### config.mk
export PLATFORM = sky130hd
export DESIGN_NAME = hotplug_expander_regs
export DESIGN_NICKNAME = d
export VERILOG_FILES = /design/src/core/hotplug_expander_pkg.sv /design/src/core/hotplug_expander_regs.sv
export SDC_FILE = /design/constraint.sdc
export NUM_CORES = 1
export LEC_CHECK = 0
export BUFFER_PORTS_ARGS = -buffer_cell sky130_fd_sc_hd__buf_4
export CAP_MARGIN = 20
export CORE_MARGIN = 2
export CORE_UTILIZATION = 41
export CTS_CLUSTER_SIZE = 40
export DETAILED_ROUTE_END_ITERATION = 8
export PLACE_DENSITY = 0.77
export SYNTH_ARGS = -nofsm -noshare
export SYNTH_HDL_FRONTEND = slang
export SYNTH_SLANG_ARGS = --single-unit
### constraint.sdc
create_clock -name pclk -period 2.1 [get_ports pclk]
set_clock_uncertainty 0.15 [all_clocks]
set_input_delay 0.105 -clock pclk [delete_from_list [all_inputs] [get_ports pclk]]
set_output_delay 0.105 -clock pclk [all_outputs]
set_load 0.02 [all_outputs]
### src/core/hotplug_expander_pkg.sv
// Package with register map, field layout, reset values and transaction states of the expander interface
package hotplug_expander_pkg;
  localparam logic [11:0] interface_offset = 12'h0B8;
  localparam logic [11:0] irq_status_offset = 12'h0C0;
  localparam logic [11:0] irq_mask_offset = 12'h0C4;
  localparam logic [11:0] bus_address_offset = 12'h0C8;
  localparam int first_port_lsb = 0;
  localparam int second_port_lsb = 8;
  localparam int port_width = 8;
  localparam int reload_bit = 24;
  localparam int test_mode_bit = 25;
  localparam int done_bit = 31;
  localparam logic [31:0] interface_reset = 32'h00000000;
  localparam logic [7:0] out_mask_reset = 8'h00;
  localparam int irq_bits = 1;
  typedef enum logic [1:0] {
    st_idle = 2'b01,
    st_busy = 2'b10
  } xfer_state_t;
endpackage

### src/core/hotplug_expander_regs.sv
// Register bank of the hot-plug I/O expander link, APB slave with done interrupt
//
// Functional notes
// - Bits 7:0 shadow first port hot-plug: sampled inputs and driven outputs.
// - Bits 15:8 shadow second port hot-plug with the same read view.
// - Shadow writes are dropped while test mode is clear.
// - Test mode: expander outputs come from written shadow values, not the core.
// - Shadow bits mapped to expander inputs are read-only always.
// - Writing one to reload starts an expander refresh transaction.
// - Reload bit reads zero.
// - Done sets when a reload or address-write transaction completes; write one clears.
// - Test-mode shadow write starts an output update; done sets on completion.
//
// Added by the designer: the APB slave port.
`timescale 1ns/10ps
module hotplug_expander_regs
  import hotplug_expander_pkg::*;
#(
  parameter logic [7:0] first_out_mask = 8'h0F,  // Which first-port bits are outputs
  parameter logic [7:0] second_out_mask = 8'h0F  // Which second-port bits are outputs
) (
  input wire logic pclk,  // Core clock, 100 MHz
  input wire logic presetn,  // Asynchronous reset, active low
  input wire logic psel,  // APB select
  input wire logic penable,  // APB access phase
  input wire logic pwrite,  // APB direction
  input wire logic [11:0] paddr,  // APB byte address
  input wire logic [31:0] pwdata,  // APB write data
  output logic [31:0] prdata,  // APB read data
  output logic pready,  // APB ready
  output logic pslverr,  // APB error, unmapped address
  input wire logic [7:0] core_first_out,  // Core hot-plug outputs, first port
  input wire logic [7:0] core_second_out,  // Core hot-plug outputs, second port
  output logic [7:0] expander_first_out,  // Values sent to expander, first port
  output logic [7:0] expander_second_out,  // Values sent to expander, second port
  output logic xfer_start,  // Pulse: run one expander SMBus transaction
  output logic xfer_refresh,  // With start: full refresh rather than output update
  input wire logic xfer_done,  // Pulse from SMBus master: transaction finished
  input wire logic [7:0] expander_first_in,  // Inputs last read from expander, first port
  input wire logic [7:0] expander_second_in,  // Inputs last read from expander, second port
  output logic irq  // Level interrupt, unmasked done pending
);

  typedef struct packed {
    logic [31:0] rdata;
    logic ready;
    logic slverr;
    logic [7:0] first_sh;
    logic [7:0] second_sh;
    logic test_mode;
    logic done;
    logic mask;
    logic [6:0] bus_addr;
    logic [7:0] out_first;
    logic [7:0] out_second;
    logic start;
    logic refresh;
    logic pending;
    xfer_state_t state;
    logic irq;
  } state_t;

  state_t r;
  state_t next_r;

  // Merge shadow value: output bits from source, input bits from sampled inputs
  function automatic logic [7:0] merge(input logic [7:0] outs, input logic [7:0] ins,
                                       input logic [7:0] omask);
    merge = (outs & omask) | (ins & ~omask);
  endfunction

  logic wr_acc;
  logic rd_acc;
  logic hit_if;
  logic hit_st;
  logic hit_mk;
  logic hit_ad;
  assign wr_acc = psel && penable && pwrite && !r.ready;
  assign rd_acc = psel && penable && !pwrite && !r.ready;
  assign hit_if = paddr == interface_offset;
  assign hit_st = paddr == irq_status_offset;
  assign hit_mk = paddr == irq_mask_offset;
  assign hit_ad = paddr == bus_address_offset;

  // Next-state logic for bus, shadows, transaction sequencer and interrupt
  always_comb begin
    logic [7:0] src_first;
    logic [7:0] src_second;
    logic set_done;
    logic req_refresh;
    logic req_update;
    next_r = r;
    src_first = '0;
    src_second = '0;
    set_done = 1'b0;
    req_refresh = 1'b0;
    req_update = 1'b0;
    next_r.ready = 1'b0;
    next_r.slverr = 1'b0;
    next_r.start = 1'b0;
    // Bus access completes one cycle after the access phase begins
    if (psel && penable && !r.ready) begin
      next_r.ready = 1'b1;
      next_r.slverr = !(hit_if || hit_st || hit_mk || hit_ad);
    end
    if (rd_acc) begin
      next_r.rdata = '0;
      if (hit_if) begin
        next_r.rdata[first_port_lsb +: port_width] =
          merge(r.out_first, expander_first_in, first_out_mask);
        next_r.rdata[second_port_lsb +: port_width] =
          merge(r.out_second, expander_second_in, second_out_mask);
        next_r.rdata[test_mode_bit] = r.test_mode;
        next_r.rdata[done_bit] = r.done;
      end else if (hit_st) begin
        next_r.rdata[0] = r.done;
      end else if (hit_mk) begin
        next_r.rdata[0] = r.mask;
      end else if (hit_ad) begin
        next_r.rdata[6:0] = r.bus_addr;
      end
    end
    if (wr_acc && hit_if) begin
      next_r.test_mode = pwdata[test_mode_bit];
      if (r.test_mode) begin
        // Only output bits take the write; input bits stay read-only
        next_r.first_sh = pwdata[first_port_lsb +: port_width] & first_out_mask;
        next_r.second_sh = pwdata[second_port_lsb +: port_width] & second_out_mask;
        req_update = 1'b1;
      end
      if (pwdata[reload_bit]) begin
        req_refresh = 1'b1;
      end
    end
    if (wr_acc && hit_ad) begin
      next_r.bus_addr = pwdata[6:0];
      req_refresh = 1'b1;
    end
    if (wr_acc && hit_mk) begin
      next_r.mask = pwdata[0];
    end
    // Expander output source: shadow in test mode, core otherwise
    src_first = next_r.test_mode ? next_r.first_sh : core_first_out;
    src_second = next_r.test_mode ? next_r.second_sh : core_second_out;
    next_r.out_first = src_first & first_out_mask;
    next_r.out_second = src_second & second_out_mask;
    // Requests made while busy are queued once so none is lost
    if (req_refresh || req_update) begin
      next_r.pending = 1'b1;
      next_r.refresh = r.refresh | req_refresh;
      if (r.state == st_idle && !r.pending) begin
        next_r.refresh = req_refresh;
      end
    end
    unique case (r.state)
      st_idle: begin
        if (r.pending) begin
          next_r.start = 1'b1;
          next_r.state = st_busy;
          next_r.pending = req_refresh || req_update;
          if (!(req_refresh || req_update)) begin
            next_r.refresh = r.refresh;
          end
        end
      end
      st_busy: begin
        if (xfer_done) begin
          set_done = 1'b1;
          next_r.state = st_idle;
        end
      end
    endcase
    // Write one clears done, a simultaneous completion wins
    if (wr_acc && ((hit_if && pwdata[done_bit]) || (hit_st && pwdata[0]))) begin
      next_r.done = 1'b0;
    end
    if (set_done) begin
      next_r.done = 1'b1;
    end
    next_r.irq = next_r.done && next_r.mask;
  end

  // Single register stage for all state
  always_ff @(posedge pclk or negedge presetn) begin
    if (!presetn) begin
      r <= '0;
      r.state <= st_idle;
    end else begin
      r <= next_r;
    end
  end

  assign prdata = r.rdata;
  assign pready = r.ready;
  assign pslverr = r.slverr;
  assign expander_first_out = r.out_first;
  assign expander_second_out = r.out_second;
  assign xfer_start = r.start;
  assign xfer_refresh = r.refresh;
  assign irq = r.irq;
endmodule

; ---- Yosys cells after proc, flatten, opt, wreduce, memory -nomap -nowiden
; Cells that the tools add are included.
[op_classes]
n_eq_ne = 9
n_bitwise = 3
n_mux = 31
reduce_logical = 24
[ops]
columns = op, count
row1 = "12-bit by 8-bit equality test with 1-bit output, second input constant", 4
row2 = 17-bit two-way mux, 1
row3 = 1-bit two-way mux, 16
row4 = 16-bit two-way mux, 1
row5 = 4-bit by 8-bit OR with 8-bit output, 2
row6 = 1-bit logical AND, 14
row7 = 7-bit two-way mux, 2
row8 = 6-bit two-way mux, 2
row9 = 9-bit two-way mux, 1
row10 = 4-bit two-way mux, 2
row11 = 2-bit two-way mux, 3
row12 = 1-bit logical OR, 5
row13 = 5-bit two-way mux, 1
row14 = 1-bit zero test, 4
row15 = "2-bit != test, second input constant", 2
row16 = 2-bit one-hot mux with 2 select lines, 1
row17 = 3-bit two-way mux, 1
row18 = "3-bit != test, second input constant", 1
row19 = "2-bit by 1-bit equality test with 1-bit output, second input constant", 1
row20 = "2-bit equality test, second input constant", 1
row21 = 2-bit AND reduction, 1
row22 = 1-bit OR, 1
[totals]
out_inout_bits = 53
word_cells = 83
in_bits = 82
register_bits = 60

; ---- Depth between registers and ports, before layout
; Gate-level depths: netlist (run 1).
[logic_depth]
ltp_word = 12
ltp_mapped = 6
ltp_nobuf = 5

; ---- Least setup slack after synthesis (run 1)
; No wires, ideal clock.
[synth_path]
path_kind = reg-to-reg
startpoint = reg r (netlist bit pready)
endpoint = reg r (netlist bit expander_first_out[0])
setup_time_ns = 0.125
slack_ns = -0.045
stages_incl_launch_ff = 7
arrival_ns = 1.870
synth_period_minus_slack_ns = 2.145
path_buffers = 1
required_ns = 1.825
path_cell_list = dfrtp_1 and4b_4 and3_4 and3_1 buf_6 mux2_4 mux2_2
[synth_rtl]
columns = element, line
row1 = start: declaration, hotplug_expander_regs.sv:63  ; state_t r;
row2 = start signal: assignment, hotplug_expander_regs.sv:189  ; r <= next_r;

==> results of run 1 <==
metrics by stage:
stage,TNS [ns],cell area [um^2]
2_1_floorplan,-0.0593,2660
4_1_cts,0,3420
3_3_place_gp,0,3000
3_5_place_dp,-0.00184,3000
6_report,0,3420
5_1_grt,-0.0000944,3420
layer usage:
layer | up-vias | part of all wire [%] | GRT usage, % | routed length (um)
met5 | - | 0 | 0 | 0
met4 | 0 | 0.26 | 3.13 | 15
met3 | 2 | 5.0 | 3.08 | 284
met2 | 73 | 52 | 29.8 | 2970
met1 | 880 | 43 | 21.1 | 2460
li1 | 872 | - | - | -
how the worst min path moves through the flow:
stage          startpoint               endpoint  slack, ns
6_report       pwdata[24]                   r[3]       0.06
4_1_cts        pwdata[24]                   r[3]       0.04
5_1_grt        pwdata[24]                   r[3]       0.08
3_3_place_gp      presetn                pslverr       0.02
2_1_floorplan     presetn  expander_first_out[0]      -0.34
3_5_place_dp      presetn                pslverr       0.04
state kept, by name, indices dropped and copies added (netlist names):
register and cells:
prdata 18, irq 1, pslverr 1, xfer_refresh 1, pready 1, xfer_start 1
expander_second_out 4, expander_first_out 4, r 21
kinds of logic (layout without fill, tap and decap cells):
family / Yosys count / in the layout / synth area share (%)
DFF: 52 / 52 / 50.6
and+or+nand+nor: 44 / 45 / 11.1
other: 1 / 22 / 0.146
AOI/OAI and AO/OA: 36 / 36 / 9.43
muxes: 26 / 26 / 12.9
buffers and inverters: 58 / 129 / 15.8
power by group through the flow:
stage | clock [mW] | sequential [mW] | combinational (mW)
3_3_place_gp | 0 | 1.04 | 0.197
6_report | 0.561 | 1.02 | 0.250
5_1_grt | 0.626 | 1.02 | 0.268
2_1_floorplan | 0 | 1.04 | 0.115
3_5_place_dp | 0 | 1.04 | 0.200
4_1_cts | 0.581 | 1.02 | 0.248
repair_timing:
item	4_1_cts	5_1_grt
setup buffers	0	0
resized for setup	0	1
endpoints found under the hold margin	89	0
setup endpoints to repair	8	2
hold buffers	32	0
gates cloned	1	0
cell usage after synthesis, types with 2 or more instances:
master    instances  share of area (%)
a22o_1           11                3.7
mux2_2           16                7.0
nor2_1            6               0.87
nor3_1            2               0.39
nor2b_1           2               0.49
a22oi_1           6                1.7
buf_2             2               0.39
dfrtp_1          51                 50
buf_4            48                 14
mux2_4            8                4.7
nand2_1          14                2.0
clkbuf_1          3               0.44
inv_1             4               0.58
o21ai_0          12                2.3
nand3_1           5               0.97
a21oi_1           5               0.97
tightest hold or removal path: stages:
cell and delay, ns:
buf_4 0.08, a21oi_1 0.05, nor2_1 0.08, nand2_1 0.10, nand2_1 0.08
area by class of cell:
class	instances	area (um^2)
fillers	515	2570
flip-flops and latches	52	1300
multi-input cells	129	960
repair buffers	117	958
well taps	75	93.8
clock buffers	6	72.6
clock inverters	2	16.3
inverters	4	15.0
==> qor.yml, run 1 <==
fin_hold_ws_ns: 0.0624
status: "completed"
cts_tree: "done"
slowest_stage: "dfrtp_2"
final_util_pct: 57.1
vias: 1827
worst_setup_path_startpoint: "pready"
async_reset_ff_share_pct: 100
final_nets: 391
yosysWarningCount: 0
rsz0062_at_grt: "true"
drv_cap: 0
clk_pin_slew_ns: 0.10
grt_pass1_wl_mm: 9.29
numCtsBuffers: 5
antenna_found_initial: 0
start_kind: "flop"
min_period_ns: 2.06
yosysSeqAreaShare_pct: 50.6
crit_chain: "and4b_4 > and3_4 > and3_2 > mux2_4 > mux2_2"
clk_latency_ns: 0.30
powerDensity_nw_per_um2: 534
dieArea_um2: 6930
floorplan.initialDensity_pct: 43.0
clockBufferDepth: 2
min_path_cells: 5
clkPwrFrac_pct: 30.7
ant_nets: 0
r2r_slack_ns: 0.04
std_cell_rows: 28
crit_type: "reg -> reg"
grt_overflow_total: 0
drive_gt1_share_pct: 41.3
cp_data_required_time_ns: 2.15
clock_sink_count: 52
die_h_um: 83.3
cts-root-buf: "clkbuf_8"
crit_fanout: 5
io_buffer_count: 78
path_delay_family: "simple AND/OR/NAND/NOR gates"
synth_ff_type: "dfrtp_1"
power.switching_mw: 0.451
finalSetupViolations: 0
ir_drop_uv: 418
drv_slew: 0
htreeDepth: 2
grt_pass1_vias: 1926
final_common_cell: "buf_4"
grt_max_degree: 53
max_freq_mhz: 485
ff2ff_path_depth: 5
drt_iter0_markers: 96
hold_viol: 0
max_slew_margin_pct: 55.8
wl_per_cell_um: 14.9
syn_inst: 217
place_inst: 344
critPathCapture: "expander_first_out[3]"
netlist_area_um2: 2570
hp-class: "in -> reg"
syn_area_per_cell_um2: 11.9
pwr-share-seq_pct: 55.6
die_w_um: 83.3
worst_slew_pin_slew_ns: 0.664
layout.cells.non_filler: 385
cp.depth: 5
leakagePower_nw: 1.70
intPower_mw: 1.38
avgViaCountPerCell: 4.75
synth_cell_types: 38
combPwrFrac_pct: 13.7
io_pins: 135
antenna_cells: 0
endpoint_kind: "flop"
preCtsSetupSlack_ns: -0.00184
gp_congestion: 0.836
worstPathArrival_ns: 2.11
r2r_end: "expander_first_out[3]"
dp_hpwl_mm: 3.72
period_share_pct: 98.2
max_stage_delay_ns: 0.41
timing.rr.start: "pready"
p_sw_share_pct: 24.7
firstDrtPassIters: 4
syn2layout_area_growth_pct: 32.8
fin_ws_ns: 0.0372
detail_route.drc_violations: 0
wl_mm: 5.73
final_cell_mix: "buf_4 (85), dfrtp_1 (50), dlygate4sd3_1 (32)"
grt_usage_pct: 16.6
synth-edff-count: 0
ys_ff_latch: 52
core_area_um2: 5990
critPathBufInv: 0
report.power.total_mw: 1.83
No activity file was read; power rests on OpenSTA's default activity.
==> inputs of run 2 (changes only) <==
--- a/config.mk
+++ b/config.mk
@@ -8,10 +8,9 @@
 export BUFFER_PORTS_ARGS = -buffer_cell sky130_fd_sc_hd__buf_4
 export CAP_MARGIN = 20
 export CORE_MARGIN = 2
-export CORE_UTILIZATION = 41
+export CORE_UTILIZATION = 33
 export CTS_CLUSTER_SIZE = 40
 export DETAILED_ROUTE_END_ITERATION = 8
-export PLACE_DENSITY = 0.77
 export SYNTH_ARGS = -nofsm -noshare
 export SYNTH_HDL_FRONTEND = slang
 export SYNTH_SLANG_ARGS = --single-unit
==> run 2 against run 1 <==
Sequential power about the same; worst setup slack improved by 0.0064 ns; flip-flop and latch count unchanged; core utilization decreased by 11 points; critical path depth unchanged; register-to-register slack about the same; first-iteration DRC count decreased by 38%.
==> qor.yml, run 2 (synthesized netlist as in run 1, its figures left out) <==
final_common_cell: "buf_4"
grt_overflow_total: 0  # unchanged
grt_max_degree: 53  # unchanged
drv_slew: 0  # unchanged
crit_chain: "and4b_4 > and3_4 > and3_4 > mux2_4 > mux2_4"
wl_mm: 5.76  # +0.56%
ant_nets: 0  # unchanged
endpoint_kind: "flop"
grt_pass1_vias: 1843  # -4.3%
status: "completed"
floorplan.initialDensity_pct: 33.7  # -9.3 points
path_delay_family: "simple AND/OR/NAND/NOR gates"
vias: 1801  # -1.4%
rsz0062_at_grt: "true"
max_slew_margin_pct: 56.0  # +0.21 points
multi_input_area_um2: 963  # +0.39%
antenna_found_initial: 0  # unchanged
dieArea_um2: 8530  # +23%
powerDensity_nw_per_um2: 525  # -1.7%
grt_pass1_wl_mm: 9.22  # -0.82%
crit_fanout: 5  # unchanged
regMostFlops: "r"
drv_cap: 0  # unchanged
critPathBufInv: 0  # unchanged
finalSetupViolations: 0  # unchanged
fin_hold_ws_ns: 0.0409  # -0.0214 ns
max_stage_delay_ns: 0.41  # about the same
place_inst: 375  # +9.0%
worstPathArrival_ns: 2.09  # -0.02 ns
hold_viol: 0  # unchanged
firstDrtPassIters: 4  # unchanged
final_nets: 396  # +1.3%
power.switching_mw: 0.464  # +2.9%
cp_data_required_time_ns: 2.14  # about the same
nFillCells: 688  # +34%
gp_congestion: 0.781  # -6.6%
p_sw_share_pct: 25.2  # +0.53 points
regArea_um2: 1300  # unchanged
clock_sink_count: 52  # unchanged
hp-class: "in -> reg"
avgViaCountPerCell: 4.32  # -9.0%
detail_route.drc_violations: 0  # unchanged
antenna_cells: 0  # unchanged
max_freq_mhz: 486  # +0.31%
io_pins: 135  # unchanged
die_w_um: 92.3  # +11%
ir_drop_uv: 243  # -42%
wl_per_cell_um: 13.8  # -7.2%
cts-root-buf: "clkbuf_8"
io_buffer_count: 78  # unchanged
drt_iter0_markers: 60  # -38%
die_h_um: 92.3  # +11%
std_cell_rows: 32  # +14%
numCtsBuffers: 5  # unchanged
intPower_mw: 1.38  # about the same
grt_usage_pct: 14.0  # -2.7 points
period_share_pct: 97.9  # -0.31 points
largest_reg_flops: 21  # unchanged
cts_tree: "done"
clkPwrFrac_pct: 31.4  # +0.7 points
slowest_stage: "dfrtp_2"
leakagePower_nw: 1.73  # +1.9%
clk_pin_slew_ns: 0.09  # about the same
htreeDepth: 2  # unchanged
dp_hpwl_mm: 3.76  # +0.84%
start_kind: "flop"
combPwrFrac_pct: 13.4  # -0.3 points
pwr-share-seq_pct: 55.3  # -0.3 points
layout.cells.non_filler: 417  # +8.3%
syn2layout_area_growth_pct: 36.1
core_area_um2: 7650  # +28%
clockBufferDepth: 2  # unchanged
worst_slew_pin_slew_ns: 0.661  # -0.00311 ns
crit_type: "reg -> reg"
min_period_ns: 2.06  # -0.00641 ns
final_cell_mix: "buf_4 (90), dfrtp_1 (50), dlygate4sd3_1 (31)"
clk_latency_ns: 0.30  # about the same
drive_gt1_share_pct: 42.5  # +1.2 points
[run 2: path summary, 6_finish.rpt]
check	to	slack, ns	depth (start not counted)	start
max	expander_first_out[3]	0.04	5	pready
min	r[31]	0.04	4	pwdata[25]
max reg2reg	expander_first_out[3]	0.04	5	pready
min reg2reg	prdata[5]	0.34	2	prdata[5]
max in group asynchronous	pready	1.09	2	presetn
min in group asynchronous	prdata[1]	0.21	2	presetn
[run 2: final cells by class]
cell class,count,area share (%)
clock buffer,6,2.07
clock inverter,2,0.464
inverter,4,0.428
multi-input combinational,129,27.5
sequential,52,37.2
tap,102,3.64
timing repair buffer,122,28.7
[run 2: power by group through the flow]
stage	combinational (mW)	sequential (mW)	clock, mW
floorplan	0.115	1.04	0
global placement	0.198	1.04	0
detailed placement	0.200	1.04	0
CTS	0.246	1.02	0.602
global route	0.267	1.02	0.652
finish	0.246	1.02	0.577
[run 2: through the flow]
| step | worst slack (ns) | setup TNS, ns | instance area, um^2 | total power [mW] | utilization, % |
|---|---|---|---|---|---|
| floorplan | -0.00742 | -0.0593 | 2660 | 1.15 | - |
| global placement | 0.0219 | 0 | 3080 | 1.24 | 40.2 |
| detailed placement | 0.0161 | 0 | 3080 | 1.24 | 40.2 |
| CTS | 0.0115 | 0 | 3480 | 1.87 | 45.5 |
| global route | -0.00262 | -0.00262 | 3500 | 1.94 | 45.8 |
| finish | 0.0436 | 0 | 3500 | 1.84 | 45.8 |
[run 2: per-layer routing]
metal	up-vias	GRT usage (%)	routed length [um]
met2	66	23.7	2870
met3	4	3.50	316
met1	851	17.7	2530
met4	0	3.86	48
met5	-	0	0
li1	880	-	-
[run 2: tightest hold or removal path, delay by kind of cell]
| family | cells | cell delay [ns] |
|---|---|---|
| multiplexers | 1 | 0.06 |
| buffers and inverters | 3 | 0.29 |
[run 2: what timing repair did]
action | CTS | global route
hold buffers | 31 | 0
endpoints found under the setup margin | 1 | 6
hold endpoints to repair | 88 | 0
buffers inserted | 0 | 2
cloned | 1 | 0
resized for setup | 0 | 2
